--- config.mk ---
export PLATFORM = sky130hd
export DESIGN_NAME = sbcm_mode_ctrl
export DESIGN_NICKNAME = d
export VERILOG_FILES = /design/src/verilog/sbcm_pkg.sv /design/src/verilog/sbcm_timer.sv /design/src/verilog/sbcm_spi_slave.sv /design/src/verilog/sbcm_mode_ctrl.sv
export SDC_FILE = /design/constraint.sdc
export NUM_CORES = 1
export LEC_CHECK = 0
export ABC_AREA = 1
export BUFFER_PORTS_ARGS = -buffer_cell sky130_fd_sc_hd__buf_4
export CORE_MARGIN = 8
export CORE_UTILIZATION = 45
export DETAILED_ROUTE_END_ITERATION = 8
export HOLD_SLACK_MARGIN = 0.05
export SYNTH_ARGS = -nofsm -noshare
export SYNTH_HDL_FRONTEND = slang
export SYNTH_SLANG_ARGS = --single-unit
--- constraint.sdc ---
create_clock -name clk -period 1.6 [get_ports clk]
set_clock_uncertainty 0.15 [all_clocks]
set_input_delay 0.08 -clock clk [delete_from_list [all_inputs] [get_ports clk]]
set_output_delay 0.08 -clock clk [all_outputs]
set_load 0.02 [all_outputs]
--- src/verilog/sbcm_pkg.sv ---
/*
 Constants, mode codes and state structs of the operating-mode control.
 Assumes a 100 MHz clock and a 16-bit SPI frame from the host.
*/
package sbcm_pkg;

    // ------------------------------------------------
    // Timing
    // ------------------------------------------------
    localparam int CLK_MHZ = 100;
    localparam int RST_DELAY_US = 10;
    localparam int RST_DELAY_CYC = RST_DELAY_US * CLK_MHZ;
    localparam int LONG_WIN_MS = 200;
    localparam int LONG_WIN_CYC = LONG_WIN_MS * 1000 * CLK_MHZ;
    localparam int TMR_W = 25;

    // ------------------------------------------------
    // SPI frame and addresses
    // ------------------------------------------------
    localparam logic [4:0] FRAME_LEN = 5'h10;
    localparam logic [6:0] ADDR_MODE = 7'h01;
    localparam logic [6:0] ADDR_WD = 7'h03;

    // ------------------------------------------------
    // Operating mode field codes
    // ------------------------------------------------
    localparam logic [2:0] FIELD_NORMAL = 3'h0;
    localparam logic [2:0] FIELD_STOP = 3'h1;
    localparam logic [2:0] FIELD_SLEEP = 3'h2;
    localparam logic [2:0] FIELD_SOFT_RST = 3'h3;

    typedef enum logic [2:0] {
        ST_INIT = 3'b000,
        ST_NORMAL = 3'b001,
        ST_STOP = 3'b010,
        ST_SLEEP = 3'b011,
        ST_RESTART = 3'b100,
        ST_FAILSAFE = 3'b101
    } sbcm_mode_e;

    typedef struct packed {
        logic wr;
        logic [6:0] addr;
        logic [7:0] data;
    } sbcm_frame_s;

    typedef struct packed {
        logic csPrev;
        logic sckPrev;
        logic [4:0] bitCnt;
        logic [15:0] rx;
        logic [15:0] tx;
        logic valid;
        sbcm_frame_s word;
        logic miso;
    } sbcm_spi_s;

    typedef struct packed {
        logic [TMR_W-1:0] cnt;
        logic expired;
    } sbcm_tmr_s;

    typedef struct packed {
        sbcm_mode_e state;
        logic [2:0] field;
        logic devMode;
        logic failCnt;
        logic rstOutN;
        logic buckEn;
        logic wdRun;
        logic delayStart;
        logic wdStart;
        logic wdExpPrev;
    } sbcm_ctl_s;

endpackage

--- src/verilog/sbcm_timer.sv ---
/*
 One-shot cycle timer: restarts on start, raises expired after limit cycles.
 Assumes start is a one-cycle pulse and limit is at least one.
*/
`timescale 1ns/1ps
module sbcm_timer (
    input wire logic clk,
    input wire logic rst_n,
    input wire logic start,
    input wire logic run,
    input wire logic [sbcm_pkg::TMR_W-1:0] limit,
    output logic expired
);

    sbcm_pkg::sbcm_tmr_s q, d;

    always_comb begin
        d = q;
        if (start) begin
            d.cnt = '0;
            d.expired = 1'b0;
        end else if (run && !q.expired) begin
            if (q.cnt == limit - 1'b1) begin
                d.expired = 1'b1;
            end else begin
                d.cnt = q.cnt + 1'b1;
            end
        end
    end

    always_ff @(posedge clk) begin
        if (!rst_n) begin
            q <= '0;
        end else begin
            q <= d;
        end
    end

    assign expired = q.expired;

endmodule // sbcm_timer

--- src/verilog/sbcm_spi_slave.sv ---
/*
 16-bit SPI slave, mode 0, MSB first, reply word loaded at select.
 Assumes SPI pins synchronous to clk and slower than a quarter of it.
*/
`timescale 1ns/1ps
module sbcm_spi_slave (
    input wire logic clk,
    input wire logic rst_n,
    input wire logic csN,
    input wire logic sck,
    input wire logic mosi,
    input wire logic [15:0] txWord,
    output logic miso,
    output logic frameValid,
    output sbcm_pkg::sbcm_frame_s frame
);

    sbcm_pkg::sbcm_spi_s q, d;

    always_comb begin
        d = q;
        d.valid = 1'b0;
        d.csPrev = csN;
        d.sckPrev = sck;
        if (q.csPrev && !csN) begin
            d.tx = txWord;
            d.bitCnt = '0;
            d.miso = txWord[15];
        end else if (!csN) begin
            if (!q.sckPrev && sck) begin
                d.rx = {q.rx[14:0], mosi};
                if (!(&q.bitCnt)) begin
                    d.bitCnt = q.bitCnt + 1'b1;
                end
            end
            if (q.sckPrev && !sck) begin
                d.tx = {q.tx[14:0], 1'b0};
                d.miso = q.tx[14];
            end
        end
        // Only whole 16-bit frames count
        if (!q.csPrev && csN && q.bitCnt == sbcm_pkg::FRAME_LEN) begin
            d.valid = 1'b1;
            d.word = q.rx;
        end
    end

    always_ff @(posedge clk) begin
        if (!rst_n) begin
            q <= '0;
            q.csPrev <= 1'b1;
        end else begin
            q <= d;
        end
    end

    assign miso = q.miso;
    assign frameValid = q.valid;
    assign frame = q.word;

endmodule // sbcm_spi_slave

--- src/verilog/sbcm_mode_ctrl.sv ---
/*
 Operating-mode state machine with SPI command path and watchdog window.
 Assumes wake, fault and strap inputs synchronous to clk.
*/
// Functional notes
// - Mode commands and status pass over the 16-bit SPI link; watchdog config comes from the cfgFailSafe and cfgSecondFail pins.
// - Host writes the mode field; the device enters the requested mode.
// - Power-up and soft reset both lead to initialisation mode.
// - Stop mode keeps the main regulator on.
// - Sleep mode turns the buck regulator off.
// - Wake in sleep or fail-safe leads to restart mode.
// - Watchdog failure in configurations 1 or 3 gives restart and host reset.
// - Restart ends in normal mode after the reset delay once fault clears.
// - Second-level thermal shutdown forces fail-safe mode.
// - Fail-safe mode keeps the buck regulator off.
// - Passing restart clears the mode field so it shows the active mode.
// - Debug strap low during initialisation selects development mode.
// - Development mode halts the watchdog counter.
// - Development mode keeps all normal mode transitions except those on watchdog failure.
// - Host reset release starts the watchdog with a 200 ms long window.
`timescale 1ns/1ps
module sbcm_mode_ctrl #(
    parameter int RESET_DELAY_CYC = sbcm_pkg::RST_DELAY_CYC,
    parameter int LONG_WIN_CYC = sbcm_pkg::LONG_WIN_CYC
) (
    input wire logic clk,
    input wire logic rst_n,
    input wire logic spiCsN,
    input wire logic spiSck,
    input wire logic spiMosi,
    output logic spiMiso,
    input wire logic wakeEvent,
    input wire logic thermalShutdownLevelTwo,
    input wire logic restartFault,
    input wire logic debugStrapN,
    input wire logic cfgFailSafe,
    input wire logic cfgSecondFail,
    output logic hostResetOutN,
    output logic buckEnable,
    output logic devMode,
    output logic [2:0] activeMode,
    output logic watchdogRunning
);

    // ------------------------------------------------
    // Declarations
    // ------------------------------------------------
    sbcm_pkg::sbcm_ctl_s q, d;
    sbcm_pkg::sbcm_frame_s frame;
    logic frameValid;
    logic [15:0] txWord;
    logic delayDone;
    logic wdExpired;
    logic wdFailEv;
    logic wrMode;
    logic wrWd;
    logic [2:0] reqField;
    logic [sbcm_pkg::TMR_W-1:0] delayLimit;
    logic [sbcm_pkg::TMR_W-1:0] winLimit;

    assign delayLimit = sbcm_pkg::TMR_W'(RESET_DELAY_CYC);
    assign winLimit = sbcm_pkg::TMR_W'(LONG_WIN_CYC);

    // ------------------------------------------------
    // SPI link and timers
    // ------------------------------------------------
    assign txWord = {8'h00, q.devMode, q.state, 1'b0, q.field};

    sbcm_spi_slave u_spi (
        .clk(clk),
        .rst_n(rst_n),
        .csN(spiCsN),
        .sck(spiSck),
        .mosi(spiMosi),
        .txWord(txWord),
        .miso(spiMiso),
        .frameValid(frameValid),
        .frame(frame)
    );

    sbcm_timer u_delay (
        .clk(clk),
        .rst_n(rst_n),
        .start(q.delayStart),
        .run(1'b1),
        .limit(delayLimit),
        .expired(delayDone)
    );

    sbcm_timer u_wd (
        .clk(clk),
        .rst_n(rst_n),
        .start(q.wdStart),
        .run(q.wdRun),
        .limit(winLimit),
        .expired(wdExpired)
    );

    assign wrMode = frameValid && frame.wr
        && frame.addr == sbcm_pkg::ADDR_MODE;
    assign wrWd = frameValid && frame.wr && frame.addr == sbcm_pkg::ADDR_WD;
    assign reqField = frame.data[2:0];
    assign wdFailEv = wdExpired && !q.wdExpPrev;

    // ------------------------------------------------
    // Mode state machine
    // ------------------------------------------------
    always_comb begin
        d = q;
        d.delayStart = 1'b0;
        d.wdStart = wrWd;
        d.wdExpPrev = wdExpired;
        case (q.state)
            sbcm_pkg::ST_INIT,
            sbcm_pkg::ST_NORMAL,
            sbcm_pkg::ST_STOP: begin
                if (q.state == sbcm_pkg::ST_INIT && !q.rstOutN) begin
                    d.devMode = !debugStrapN;
                    if (delayDone && !q.delayStart) begin
                        d.rstOutN = 1'b1;
                        d.wdStart = 1'b1;
                    end
                end else if (wdFailEv) begin
                    if (cfgSecondFail && !q.failCnt) begin
                        d.failCnt = 1'b1;
                        d.wdStart = 1'b1;
                    end else if (cfgFailSafe) begin
                        d.failCnt = 1'b0;
                        d.state = sbcm_pkg::ST_FAILSAFE;
                        d.rstOutN = 1'b0;
                    end else begin
                        d.failCnt = 1'b0;
                        d.state = sbcm_pkg::ST_RESTART;
                        d.field = sbcm_pkg::FIELD_NORMAL;
                        d.rstOutN = 1'b0;
                        d.delayStart = 1'b1;
                    end
                end else if (wrMode) begin
                    case (reqField)
                        sbcm_pkg::FIELD_NORMAL: begin
                            d.state = sbcm_pkg::ST_NORMAL;
                            d.field = reqField;
                        end
                        sbcm_pkg::FIELD_STOP: begin
                            d.state = sbcm_pkg::ST_STOP;
                            d.field = reqField;
                        end
                        sbcm_pkg::FIELD_SLEEP: begin
                            d.state = sbcm_pkg::ST_SLEEP;
                            d.field = reqField;
                        end
                        sbcm_pkg::FIELD_SOFT_RST: begin
                            d.state = sbcm_pkg::ST_INIT;
                            d.field = sbcm_pkg::FIELD_NORMAL;
                            d.rstOutN = 1'b0;
                            d.delayStart = 1'b1;
                            d.failCnt = 1'b0;
                        end
                        default: begin
                        end
                    endcase
                end else if (q.state == sbcm_pkg::ST_STOP && wakeEvent) begin
                    d.state = sbcm_pkg::ST_NORMAL;
                    d.field = sbcm_pkg::FIELD_NORMAL;
                end
            end
            sbcm_pkg::ST_SLEEP,
            sbcm_pkg::ST_FAILSAFE: begin
                if (wakeEvent) begin
                    d.state = sbcm_pkg::ST_RESTART;
                    d.field = sbcm_pkg::FIELD_NORMAL;
                    d.rstOutN = 1'b0;
                    d.delayStart = 1'b1;
                end
            end
            sbcm_pkg::ST_RESTART: begin
                if (delayDone && !q.delayStart && !restartFault) begin
                    d.state = sbcm_pkg::ST_NORMAL;
                    d.rstOutN = 1'b1;
                    d.wdStart = 1'b1;
                end
            end
            default: begin
                d.state = sbcm_pkg::ST_INIT;
            end
        endcase
        if (thermalShutdownLevelTwo) begin
            d.state = sbcm_pkg::ST_FAILSAFE;
            d.rstOutN = 1'b0;
        end
        d.buckEn = !(d.state == sbcm_pkg::ST_SLEEP
            || d.state == sbcm_pkg::ST_FAILSAFE);
        d.wdRun = d.rstOutN && !d.devMode
            && (d.state == sbcm_pkg::ST_INIT
            || d.state == sbcm_pkg::ST_NORMAL
            || d.state == sbcm_pkg::ST_STOP);
    end

    always_ff @(posedge clk) begin
        if (!rst_n) begin
            q <= '0;
            q.state <= sbcm_pkg::ST_INIT;
            q.buckEn <= 1'b1;
            q.delayStart <= 1'b1;
        end else begin
            q <= d;
        end
    end

    assign hostResetOutN = q.rstOutN;
    assign buckEnable = q.buckEn;
    assign devMode = q.devMode;
    assign activeMode = q.state;
    assign watchdogRunning = q.wdRun;

    // ------------------------------------------------
    // Checks
    // ------------------------------------------------
    stop_reg_on_a: assert property (
        @(posedge clk) disable iff (!rst_n)
        q.state == sbcm_pkg::ST_STOP |-> buckEnable)
        else $error("Regulator off in stop mode");

    sleep_buck_off_a: assert property (
        @(posedge clk) disable iff (!rst_n)
        q.state == sbcm_pkg::ST_SLEEP |-> !buckEnable)
        else $error("Buck on in sleep mode");

    failsafe_buck_off_a: assert property (
        @(posedge clk) disable iff (!rst_n)
        q.state == sbcm_pkg::ST_FAILSAFE |-> !buckEnable && !hostResetOutN)
        else $error("Buck on in fail-safe mode");

    wake_restart_a: assert property (
        @(posedge clk) disable iff (!rst_n)
        (q.state == sbcm_pkg::ST_SLEEP && wakeEvent
            && !thermalShutdownLevelTwo)
        |=> q.state == sbcm_pkg::ST_RESTART ##1 !hostResetOutN)
        else $error("Wake in sleep did not restart");

    tsd_failsafe_a: assert property (
        @(posedge clk) disable iff (!rst_n)
        thermalShutdownLevelTwo |=> q.state == sbcm_pkg::ST_FAILSAFE)
        else $error("Thermal shutdown missed fail-safe");

    restart_hold_a: assert property (
        @(posedge clk) disable iff (!rst_n)
        (q.state == sbcm_pkg::ST_RESTART && restartFault)
        |=> q.state != sbcm_pkg::ST_NORMAL)
        else $error("Restart left while fault present");

    restart_clear_a: assert property (
        @(posedge clk) disable iff (!rst_n)
        q.state == sbcm_pkg::ST_RESTART |-> q.field == 3'h0)
        else $error("Mode field not cleared in restart");

    restart_reset_a: assert property (
        @(posedge clk) disable iff (!rst_n)
        $rose(hostResetOutN) |-> q.state != sbcm_pkg::ST_RESTART
            && $past(q.state) != sbcm_pkg::ST_FAILSAFE)
        else $error("Host reset released in wrong mode");

    dev_wd_halt_a: assert property (
        @(posedge clk) disable iff (!rst_n)
        q.devMode && $past(q.devMode) |-> !watchdogRunning && !wdFailEv)
        else $error("Watchdog running in development mode");

    strap_dev_a: assert property (
        @(posedge clk) disable iff (!rst_n)
        (q.state == sbcm_pkg::ST_INIT && !q.rstOutN && !debugStrapN)
        |=> q.devMode)
        else $error("Strap did not select development mode");

    window_start_a: assert property (
        @(posedge clk) disable iff (!rst_n)
        $rose(hostResetOutN) |-> q.wdStart)
        else $error("Long window not started at reset release");

    mode_req_a: assert property (
        @(posedge clk) disable iff (!rst_n)
        (q.state == sbcm_pkg::ST_NORMAL && wrMode
            && reqField == sbcm_pkg::FIELD_SLEEP
            && !wdFailEv && !thermalShutdownLevelTwo)
        |=> q.state == sbcm_pkg::ST_SLEEP && q.field == reqField)
        else $error("Requested sleep mode not entered");

    soft_reset_a: assert property (
        @(posedge clk) disable iff (!rst_n)
        (q.state == sbcm_pkg::ST_NORMAL && wrMode
            && reqField == sbcm_pkg::FIELD_SOFT_RST
            && !wdFailEv && !thermalShutdownLevelTwo)
        |=> q.state == sbcm_pkg::ST_INIT && !hostResetOutN)
        else $error("Soft reset did not enter init");

    second_fail_a: assert property (
        @(posedge clk) disable iff (!rst_n)
        (wdFailEv && q.state == sbcm_pkg::ST_NORMAL && cfgSecondFail
            && !q.failCnt && !thermalShutdownLevelTwo)
        |=> q.state == sbcm_pkg::ST_NORMAL && q.failCnt)
        else $error("First failure left normal in config 3");

    wd_fail_restart_a: assert property (
        @(posedge clk) disable iff (!rst_n)
        (wdFailEv && q.state == sbcm_pkg::ST_NORMAL && !cfgFailSafe
            && !(cfgSecondFail && !q.failCnt)
            && !thermalShutdownLevelTwo)
        |=> q.state == sbcm_pkg::ST_RESTART && !hostResetOutN
            && q.field == sbcm_pkg::FIELD_NORMAL)
        else $error("Watchdog failure did not restart");

endmodule // sbcm_mode_ctrl

==> results.json, run 1 <==
{
  "layout_setup_ws_ns": -0.1529,
  "synth-simple-area-share_pct": 32.99,
  "core_area_mm2": 0.01372,
  "synthToLayoutAreaGrowth_pct": 46.22,
  "drt_first_pass_iters": 6,
  "clkLatencyLatePin_ns": 0.42,
  "synth_top_family_by_area": "simple AND/OR/NAND/NOR gates",
  "synth_common_cells": "232 x nand2_1, 117 x dfxtp_1, 117 x nor2_1",
  "drc_errors": 0,
  "cp_slowest_cell": "dfxtp_1",
  "cpPeakStageDelay_ns": 0.41,
  "grt_max_degree": 44,
  "cp_top_family": "simple AND/OR/NAND/NOR gates",
  "rsz0062_at_grt": "yes",
  "hold_path_class": "input port to flop",
  "synth_top_area_share_pct": 37.54,
  "num_vias": 6363,
  "period_share_pct": 109.6,
  "critPathKind": "flop to flop",
  "io_pins": 19,
  "grt_first_pass_wirelength_um": 27190,
  "cp.depth": 8,
  "yosys_warnings": 0,
  "hp-start": "cfgSecondFail",
  "num_rows": 43,
  "antenna_found_initial": 0,
  "required_ns": 1.80,
  "ys_ff_latch": 117,
  "hold_viol": 0,
  "final.min_clock_period_ns": 1.753,
  "port_buffers": 18,
  "cp_cell_sequence": "nand2_2, nor2_2, nand4_1, nand2_2, buf_6, buf_12, nand2_4, a21oi_2",
  "first_global_vias": 5888,
  "gp_congestion": 0.9053,
  "cts_tree": "done",
  "finalPower_mw": 7.649,
  "post_synth_fa_ha_maj_area_fraction_pct": 1.003,
  "cp_common_cell": "nand2_2",
  "ys_seq_area_share_pct": 37.54,
  "initial_core_util_pct": 45.48,
  "power.density_mw_per_mm2": 838.3,
  "cts-root-buf": "clkbuf_16",
  "place_area_mm2": 0.007300,
  "yosysMostFrequentCell": "nand2_1",
  "cts_sinks": 117,
  "synth-edff-count": 0,
  "tritoncts.num_buffers": 17,
  "drt-total-wl_um": 17690,
  "fin_nets": 1082,
  "grt_usage_pct": 18.54,
  "max_freq_ghz": 0.5705,
  "routed_via_density": 5.062,
  "antenna_cells": 0,
  "seqCellArea_mm2": 0.002391,
  "ys_dominant_reg_cell": "dfxtp_1",
  "stdcell_count": 1257,
  "arrival_ns": 1.95,
  "maxSlewViolCount": 0,
  "synth_compound_area_share_pct": 13.27,
  "finish.instance_area_mm2": 0.009124,
  "detailedPlacementHpwl_um": 10650,
  "cp_max_fo": 7,
  "outcome": "finished with violations",
  "clock_path_buffers": 2,
  "crit-reg2reg-launch": "u_delay.q[8]",
  "die_w_um": 133.8,
  "startpoint_type": "flop",
  "synth.area.top_cells": "dfxtp_1 38%, nand2_1 14%, nor2_1 7.0%",
  "min_to": "q[2]",
  "synth.area.mux_share_pct": 0,
  "setup_viol": 54,
  "fin_util_pct": 66.50,
  "wire_per_inst_um": 14.07,
  "reg2reg_depth": 8,
  "globalRouteOverflowTotal": 0,
  "r2r_setup_slack_ns": -0.15,
  "slew-limit-headroom_pct": 71.30,
  "synthCells": 910,
  "drtAntennaViolNets": 0,
  "fillCellCount": 1136,
  "synth_area_mm2": 0.006240,
  "drive_gt1_share_pct": 38.53,
  "worstMarginPinSlew_ns": 0.4295,
  "finalSetupTns_ns": -5.769,
  "cap_viol_max_count": 0,
  "endpoint_kind": "flop",
  "synth_nets": 926,
  "dpl.cell_count": 1180,
  "clk_pin_slew_ns": 0.05,
  "hold-path-cell-count": 6,
  "drt_iter0_drc": 496,
  "multiInputGateArea_mm2": 0.004011,
  "cellLeakagePower_nw": 4.015,
  "ir_worst_vdd_mv": 0.6438,
  "die_y_um": 133.8,
  "yosysUniqueCellTypes": 40,
  "synthArstFlopShare_pct": 0,
  "synth_top_cell_by_area": "dfxtp_1",
  "r2r-end": "u_delay.q[13]",
  "die_area_mm2": 0.01789,
  "violations": "negative setup slack",
  "syn_avg_cell_area_um2": 6.857,
  "cp_num_buf_inv": 2,
  "synth-xor-area-share_pct": 5.755,
  "htree_num_levels": 4
}
==> worst register-to-register path: stages, from the launching register on <==
cell and delay, ns:
dfxtp_1 0.41, nand2_2 0.11, nor2_2 0.17, nand4_1 0.18
nand2_2 0.18, buf_6 0.15, buf_12 0.16, nand2_4 0.05
a21oi_2 0.11
==> kinds of logic (layout without fill, tap and decap cells) <==
kind of cell,Yosys count,in the layout
adder cells (fa/ha/maj),5,5
buffers and inverters,134,298
AND/OR/NAND/NOR,467,470
AO/OA/AOI/OAI,146,146
XOR/XNOR,41,41
flip-flops,117,117
==> report_power, final <==
group / internal, mW / leakage, nW / total [mW] / switching, mW
combinational: 0.206 / 2.75 / 0.531 / 0.325
clock: 2.77 / 0.306 / 4.12 / 1.34
sequential: 2.96 / 0.962 / 3.00 / 0.0361
==> routing by layer <==
metal	vias up	share of wire, %	global-route usage [%]
li1	3228	-	-
met1	2918	44	23.05
met2	176	48	30.22
met3	41	5.1	4.405
met4	0	2.7	7.486
met5	-	0	0
==> sequential cells by signal, summed over array words and instances (netlist names) <==
name              flops
u_spi.q              38
u_spi.frameValid      1
u_spi.miso            1
devMode               1
watchdogRunning       1
q                     7
u_wd.expired          1
buckEnable            1
u_spi.frame          11
u_delay.q            25
u_wd.q               25
u_delay.expired       1
activeMode            3
hostResetOutN         1
==> timing repair <==
item	4_1_cts	5_1_grt
cloned	3	5
setup buffers	7	25
endpoints found under the setup margin	63	76
resized for setup	87	155
hold endpoints to repair	24	0
pin swaps	32	52
hold buffers	10	0
==> metrics by stage <==
step                hold WS [ns]  worst slack [ns]
floorplan                0.02345          -0.06587
global placement          0.1198           -0.4549
detailed placement        0.1238           -0.4748
CTS                       0.1295           -0.1176
global route              0.1422           -0.2401
finish                    0.1254           -0.1529
==> cell type report <==
cell class	instances	share of cell area, %
Timing Repair Buffer	166	15.96
Multi-Input combinational cell	662	43.97
Sequential cell	117	26.21
Clock buffer	20	4.896
Inverter	102	4.539
Tap cell	180	2.468
Clock inverter	10	1.961
==> placed cells by master, fill, tap and decap left out, drive strengths merged <==
master,count
a21boi,1
nand4,19
a31oi,2
buf,154
xnor2,12
nor2,134
inv,100
a21oi,82
o22ai,3
nand3b,2
o221ai,1
o2bb2ai,1
dfxtp,117
xor2,29
dlygate4sd3,10
ha,5
clkbuf,22
o21ai,52
o21bai,3
bufinv,5
nand3,43
and2,1
clkinvlp,3
clkinv,4
nand2,242
o211ai,1
nor3,25
nor4,4
==> how the worst max path moves through the flow <==
stage	endpoint	startpoint	slack, ns
4_1_cts	u_wd.q[2]	u_wd.q[2]	-0.12
2_1_floorplan	u_spi.q[53]	u_spi.q[51]	-0.07
6_report	u_delay.q[13]	u_delay.q[8]	-0.15
3_3_place_gp	u_wd.q[18]	u_wd.q[2]	-0.45
5_1_grt	u_wd.q[10]	u_wd.q[3]	-0.24
3_5_place_dp	u_wd.q[9]	u_wd.q[2]	-0.47
Note: power is estimated with default switching activity, not from simulation.
==> run 2: changes to the inputs <==
CELL_PAD_IN_SITES_DETAIL_PLACEMENT = 0   (was unset)
CELL_PAD_IN_SITES_GLOBAL_PLACEMENT = 1   (was unset)
CORE_UTILIZATION = 41   (was 45)
PLACE_DENSITY_LB_ADDON = 0.1   (was unset)
==> results.json, run 2 (synthesis gave the netlist of run 1 again) <==
{
  "detailedPlacementHpwl_um": 11500,
  "place_area_mm2": 0.007352,
  "grt_first_pass_wirelength_um": 26940,
  "wire_per_inst_um": 13.42,
  "cp_common_cell": "nand2_2",
  "htree_num_levels": 4,
  "final.min_clock_period_ns": 1.774,
  "largest_reg_flops": 38,
  "arrival_ns": 1.97,
  "synthToLayoutAreaGrowth_pct": 42.99,
  "drive_gt1_share_pct": 37.36,
  "worstMarginPinSlew_ns": 0.4092,
  "fin_nets": 1071,
  "critPathKind": "flop to flop",
  "drt_first_pass_iters": 4,
  "port_buffers": 18,
  "max_freq_ghz": 0.5638,
  "drt-total-wl_um": 16850,
  "maxSlewViolCount": 0,
  "required_ns": 1.80,
  "first_global_vias": 5769,
  "die_w_um": 139.4,
  "hold_path_class": "input port to flop",
  "cp_top_family": "buffers and inverters",
  "finish.instance_area_mm2": 0.008922,
  "cp_max_fo": 5,
  "cellLeakagePower_nw": 3.781,
  "period_share_pct": 110.9,
  "ir_worst_vdd_mv": 0.8447,
  "pre_cts_ws_ns": -0.5104,
  "cts-root-buf": "clkbuf_16",
  "violations": "negative setup slack",
  "grt_usage_pct": 16.87,
  "largest-register": "u_spi.q",
  "core_area_mm2": 0.01503,
  "clock_path_buffers": 2,
  "die_area_mm2": 0.01942,
  "globalRouteOverflowTotal": 0,
  "endpoint_kind": "flop",
  "layout_setup_ws_ns": -0.1737,
  "cts_sinks": 117,
  "num_vias": 6208,
  "io_pins": 19,
  "hold_viol": 0,
  "reg_top3": "u_spi.q: 38 flops, u_delay.q: 25 flops, u_wd.q: 25 flops",
  "final_cell_mix": "185 x nand2_1, 128 x buf_4, 101 x nor2_1, 87 x dfxtp_1, 86 x inv_1",
  "rsz0062_at_grt": "yes",
  "startpoint_type": "flop",
  "clkLatencyLatePin_ns": 0.42,
  "grt_max_degree": 44,
  "gp_congestion": 0.8988,
  "setup_viol": 53,
  "fin_util_pct": 59.35,
  "slew-limit-headroom_pct": 72.65,
  "clk_pin_slew_ns": 0.05,
  "antenna_cells": 0,
  "cpPeakStageDelay_ns": 0.35,
  "drc_errors": 0,
  "initial_core_util_pct": 41.51,
  "cp_num_buf_inv": 3,
  "cp_slowest_cell": "dfxtp_2",
  "cts_tree": "done",
  "drt_iter0_drc": 383,
  "tritoncts.num_buffers": 17,
  "power.density_mw_per_mm2": 839.3,
  "outcome": "finished with violations",
  "cap_viol_max_count": 0,
  "antenna_found_initial": 0,
  "drtAntennaViolNets": 0,
  "num_rows": 45,
  "die_y_um": 139.4,
  "cp_cell_sequence": "ha_4, nand2_2, nor3_2, nand3_2, buf_4, o21bai_4, buf_12, clkbuf_16, nand2_2, a21oi_2",
  "final_common_cell": "nand2_1",
  "routed_via_density": 4.943
}
## run 2: worst register-to-register path, stage by stage, from the launching register on
cell	delay, ns
dfxtp_2	0.35
ha_4	0.14
nand2_2	0.06
nor3_2	0.12
nand3_2	0.11
buf_4	0.16
o21bai_4	0.15
buf_12	0.15
clkbuf_16	0.16
nand2_2	0.05
a21oi_2	0.11
## run 2: area by class of cell
cell class / count / area [um2]
clock buffer: 21 / 460.4
fill: 1374 / 6111
inverter: 102 / 405.4
sequential: 117 / 2395
clock inverter: 11 / 151.4
tap: 188 / 235.2
multi-input combinational: 660 / 3930
timing repair buffer: 157 / 1345
## run 2: where the power goes
group	total (mW)	switching (mW)	internal, mW
clock network	3.90	1.37	2.53
logic	0.586	0.345	0.241
registers	3.00	0.0388	2.96
total	7.49	1.75	5.74
## run 2: path summary, 6_finish.rpt
kind,from,to,slack [ns],depth (start not counted)
worst max-delay path,u_wd.q[2],u_wd.q[8],-0.17,10
worst min-delay path,cfgSecondFail,hostResetOutN,0.12,7
worst max register to register,u_wd.q[2],u_wd.q[8],-0.17,10
worst min register to register,u_wd.expired,q[0],0.29,2
## run 2: repair_timing
action | CTS | global route
setup buffers | 8 | 8
gates resized for setup | 52 | 165
pin swaps | 20 | 85
gates cloned | 2 | 3
setup endpoints to repair | 58 | 73
hold buffers | 10 | 0
hold endpoints to repair | 22 | 0
## run 2: layer usage
| layer | vias to the layer above | share of wire (%) | global-route usage [%] |
|---|---|---|---|
| li1 | 3217 | - | - |
| met1 | 2856 | 46 | 20.62 |
| met2 | 105 | 49 | 28.47 |
| met3 | 30 | 3.0 | 3.762 |
| met4 | 0 | 1.8 | 6.181 |
| met5 | - | 0 | 0 |
## run 2: per-stage QoR
stage	TNS [ns]	cells	total power [mW]	hold slack [ns]
3_5_place_dp	-14.38	1197	3.521	0.1217
3_3_place_gp	-12.55	1197	3.515	0.1180
4_1_cts	-2.533	1249	7.502	0.1152
2_1_floorplan	-0.2307	910	3.344	0.02345
5_1_grt	-9.362	1256	7.773	0.1814
6_report	-4.614	1256	7.488	0.1158
==> run 3: changes to the inputs <==
CORE_UTILIZATION = 45   (was 41)
clock period = 2 ns   (was 1.6 ns; I/O delays follow)
==> results.json, run 3 (synthesis gave the netlist of run 1 again) <==
{
  "cpPeakStageDelay_ns": 0.38,
  "htree_num_levels": 4,
  "slew-limit-headroom_pct": 68.90,
  "finalPower_mw": 5.827,
  "cap_viol_max_count": 0,
  "cts_tree": "done",
  "hold_path_class": "input port to flop",
  "power_frac_clock_pct": 52.9,
  "initial_core_util_pct": 45.48,
  "postCtsSetupRepairBufs": 0,
  "clock_path_buffers": 2,
  "largest_reg_flops": 38,
  "drt_iter0_drc": 399,
  "hold_ws_ns": 0.1392,
  "port_buffers": 18,
  "cp_num_buf_inv": 1,
  "p_seq_share_pct": 41.2,
  "maxSlewViolCount": 0,
  "rsz0062_at_grt": "yes",
  "required_ns": 2.19,
  "core_area_mm2": 0.01372,
  "dpl.cell_count": 1113,
  "fin_util_pct": 54.05,
  "crit-reg2reg-launch": "u_delay.q[2]",
  "final.min_clock_period_ns": 1.866,
  "clkLatencyLatePin_ns": 0.41,
  "wire_per_inst_um": 12.96,
  "detailedPlacementHpwl_um": 10710,
  "final_common_cell": "nand2_1",
  "final_cell_mix": "232 x nand2_1, 117 x dfxtp_1, 116 x nor2_1, 94 x inv_1, 66 x a21oi_1",
  "drive_gt1_share_pct": 14.99,
  "synthToLayoutAreaGrowth_pct": 18.85,
  "cp_cell_sequence": "ha_1, inv_1, nor3_1, nand3_1, xor2_1, nand2_1, a21oi_1",
  "fin_nets": 979,
  "num_vias": 5756,
  "antenna_cells": 0,
  "cp_top_family": "simple AND/OR/NAND/NOR gates",
  "switching_share_pct": 22.26,
  "drt-total-wl_um": 14960,
  "io_pins": 19,
  "drc_errors": 0,
  "cts_sinks": 117,
  "first_global_vias": 5406,
  "fillCellCount": 1355,
  "grt_first_pass_wirelength_um": 25070,
  "grt_max_degree": 44,
  "clk_pin_slew_ns": 0.06,
  "pre_cts_ws_ns": -0.2273,
  "outcome": "finished, final reports clean",
  "critPathKind": "flop to flop",
  "hp-start": "cfgSecondFail",
  "largest-register": "u_spi.q",
  "endpoint_kind": "flop",
  "die_w_um": 133.8,
  "max_freq_ghz": 0.5359,
  "drt_first_pass_iters": 6,
  "num_rows": 43,
  "gp_congestion": 0.8564,
  "power.density_mw_per_mm2": 785.8,
  "stdcell_count": 1154,
  "startpoint_type": "flop",
  "layout_setup_ws_ns": 0.1339,
  "globalRouteOverflowTotal": 0,
  "arrival_ns": 2.05,
  "hold_viol": 0,
  "power_frac_comb_pct": 5.8,
  "grt_usage_pct": 16.90,
  "cp_max_fo": 5,
  "cp-startpoint": "u_delay.q[2]",
  "p_int_mw": 4.530,
  "worstMarginPinSlew_ns": 0.4648,
  "tritoncts.num_buffers": 17,
  "drtAntennaViolNets": 0,
  "p_sw_mw": 1.297,
  "cts-root-buf": "clkbuf_16",
  "cp_slowest_cell": "nor3_1",
  "cellLeakagePower_nw": 2.938,
  "ir_worst_vdd_mv": 0.5744,
  "die_y_um": 133.8,
  "antenna_found_initial": 0,
  "period_share_pct": 93.30,
  "reg_top3": "u_spi.q: 38 flops, u_delay.q: 25 flops, u_wd.q: 25 flops",
  "die_area_mm2": 0.01789,
  "routed_via_density": 4.988,
  "r2r_setup_slack_ns": 0.13,
  "setup_viol": 0
}
-- run 3: changes by cell type in the layout (fill, tap and decap cells not counted), sizes merged --
cell / delta
buf: -90
clkbuf: -2
clkinvlp: -1
inv: -1
-- run 3: power groups by stage --
stage	clock network (mW)	registers [mW]	logic, mW
floorplan	0	2.45	0.218
CTS	3.15	2.40	0.338
finish	3.09	2.40	0.339
global route	3.26	2.41	0.380
detailed placement	0	2.45	0.321
global placement	0	2.45	0.319
-- run 3: path summary, 6_finish.rpt --
path	to	depth (start not counted)
setup / recovery	u_delay.q[13]	7
hold / removal	hostResetOutN	7
setup reg to reg	u_delay.q[13]	7
hold reg to reg	q[0]	2
-- run 3: layer usage --
layer	part of all wire (%)	GRT usage (%)	vias up
li1	-	-	3020
met1	49	21.60	2620
met2	47	27.51	96
met3	3.2	3.238	20
met4	1.6	6.488	0
met5	0	0	-
-- run 3: what timing repair did --
action | 4_1_cts | 5_1_grt
setup endpoints to repair | 25 | 10
hold buffers | 10 | 0
endpoints found under the hold margin | 20 | 0
gates cloned | 0 | 1
resized for setup | 1 | 8
-- run 3: area by class of cell --
type	count	area [um2]	area share, %
clock buffers	21	470.5	6.344
clock inverters	9	127.6	1.721
inverters	102	387.9	5.230
multi-input cells	660	3333	44.95
flip-flops and latches	117	2342	31.58
well taps	180	225.2	3.037
repair buffers	65	529.3	7.137
-- run 3: tightest hold or removal path: cells and delay by family --
kind / cells / cell delay (ns)
buffers and inverters: 1 / 0.11
AOI/OAI and AO/OA: 2 / 0.15
and+or+nand+nor: 4 / 0.29
-- run 3: through the flow --
| stage | TNS (ns) | instance area [um2] |
|---|---|---|
| after floorplan | 0 | 6240 |
| after global placement | -2.589 | 6686 |
| after detailed placement | -4.898 | 6686 |
| after CTS | 0 | 7390 |
| after global routing | -0.05134 | 7416 |
| final | 0 | 7416 |
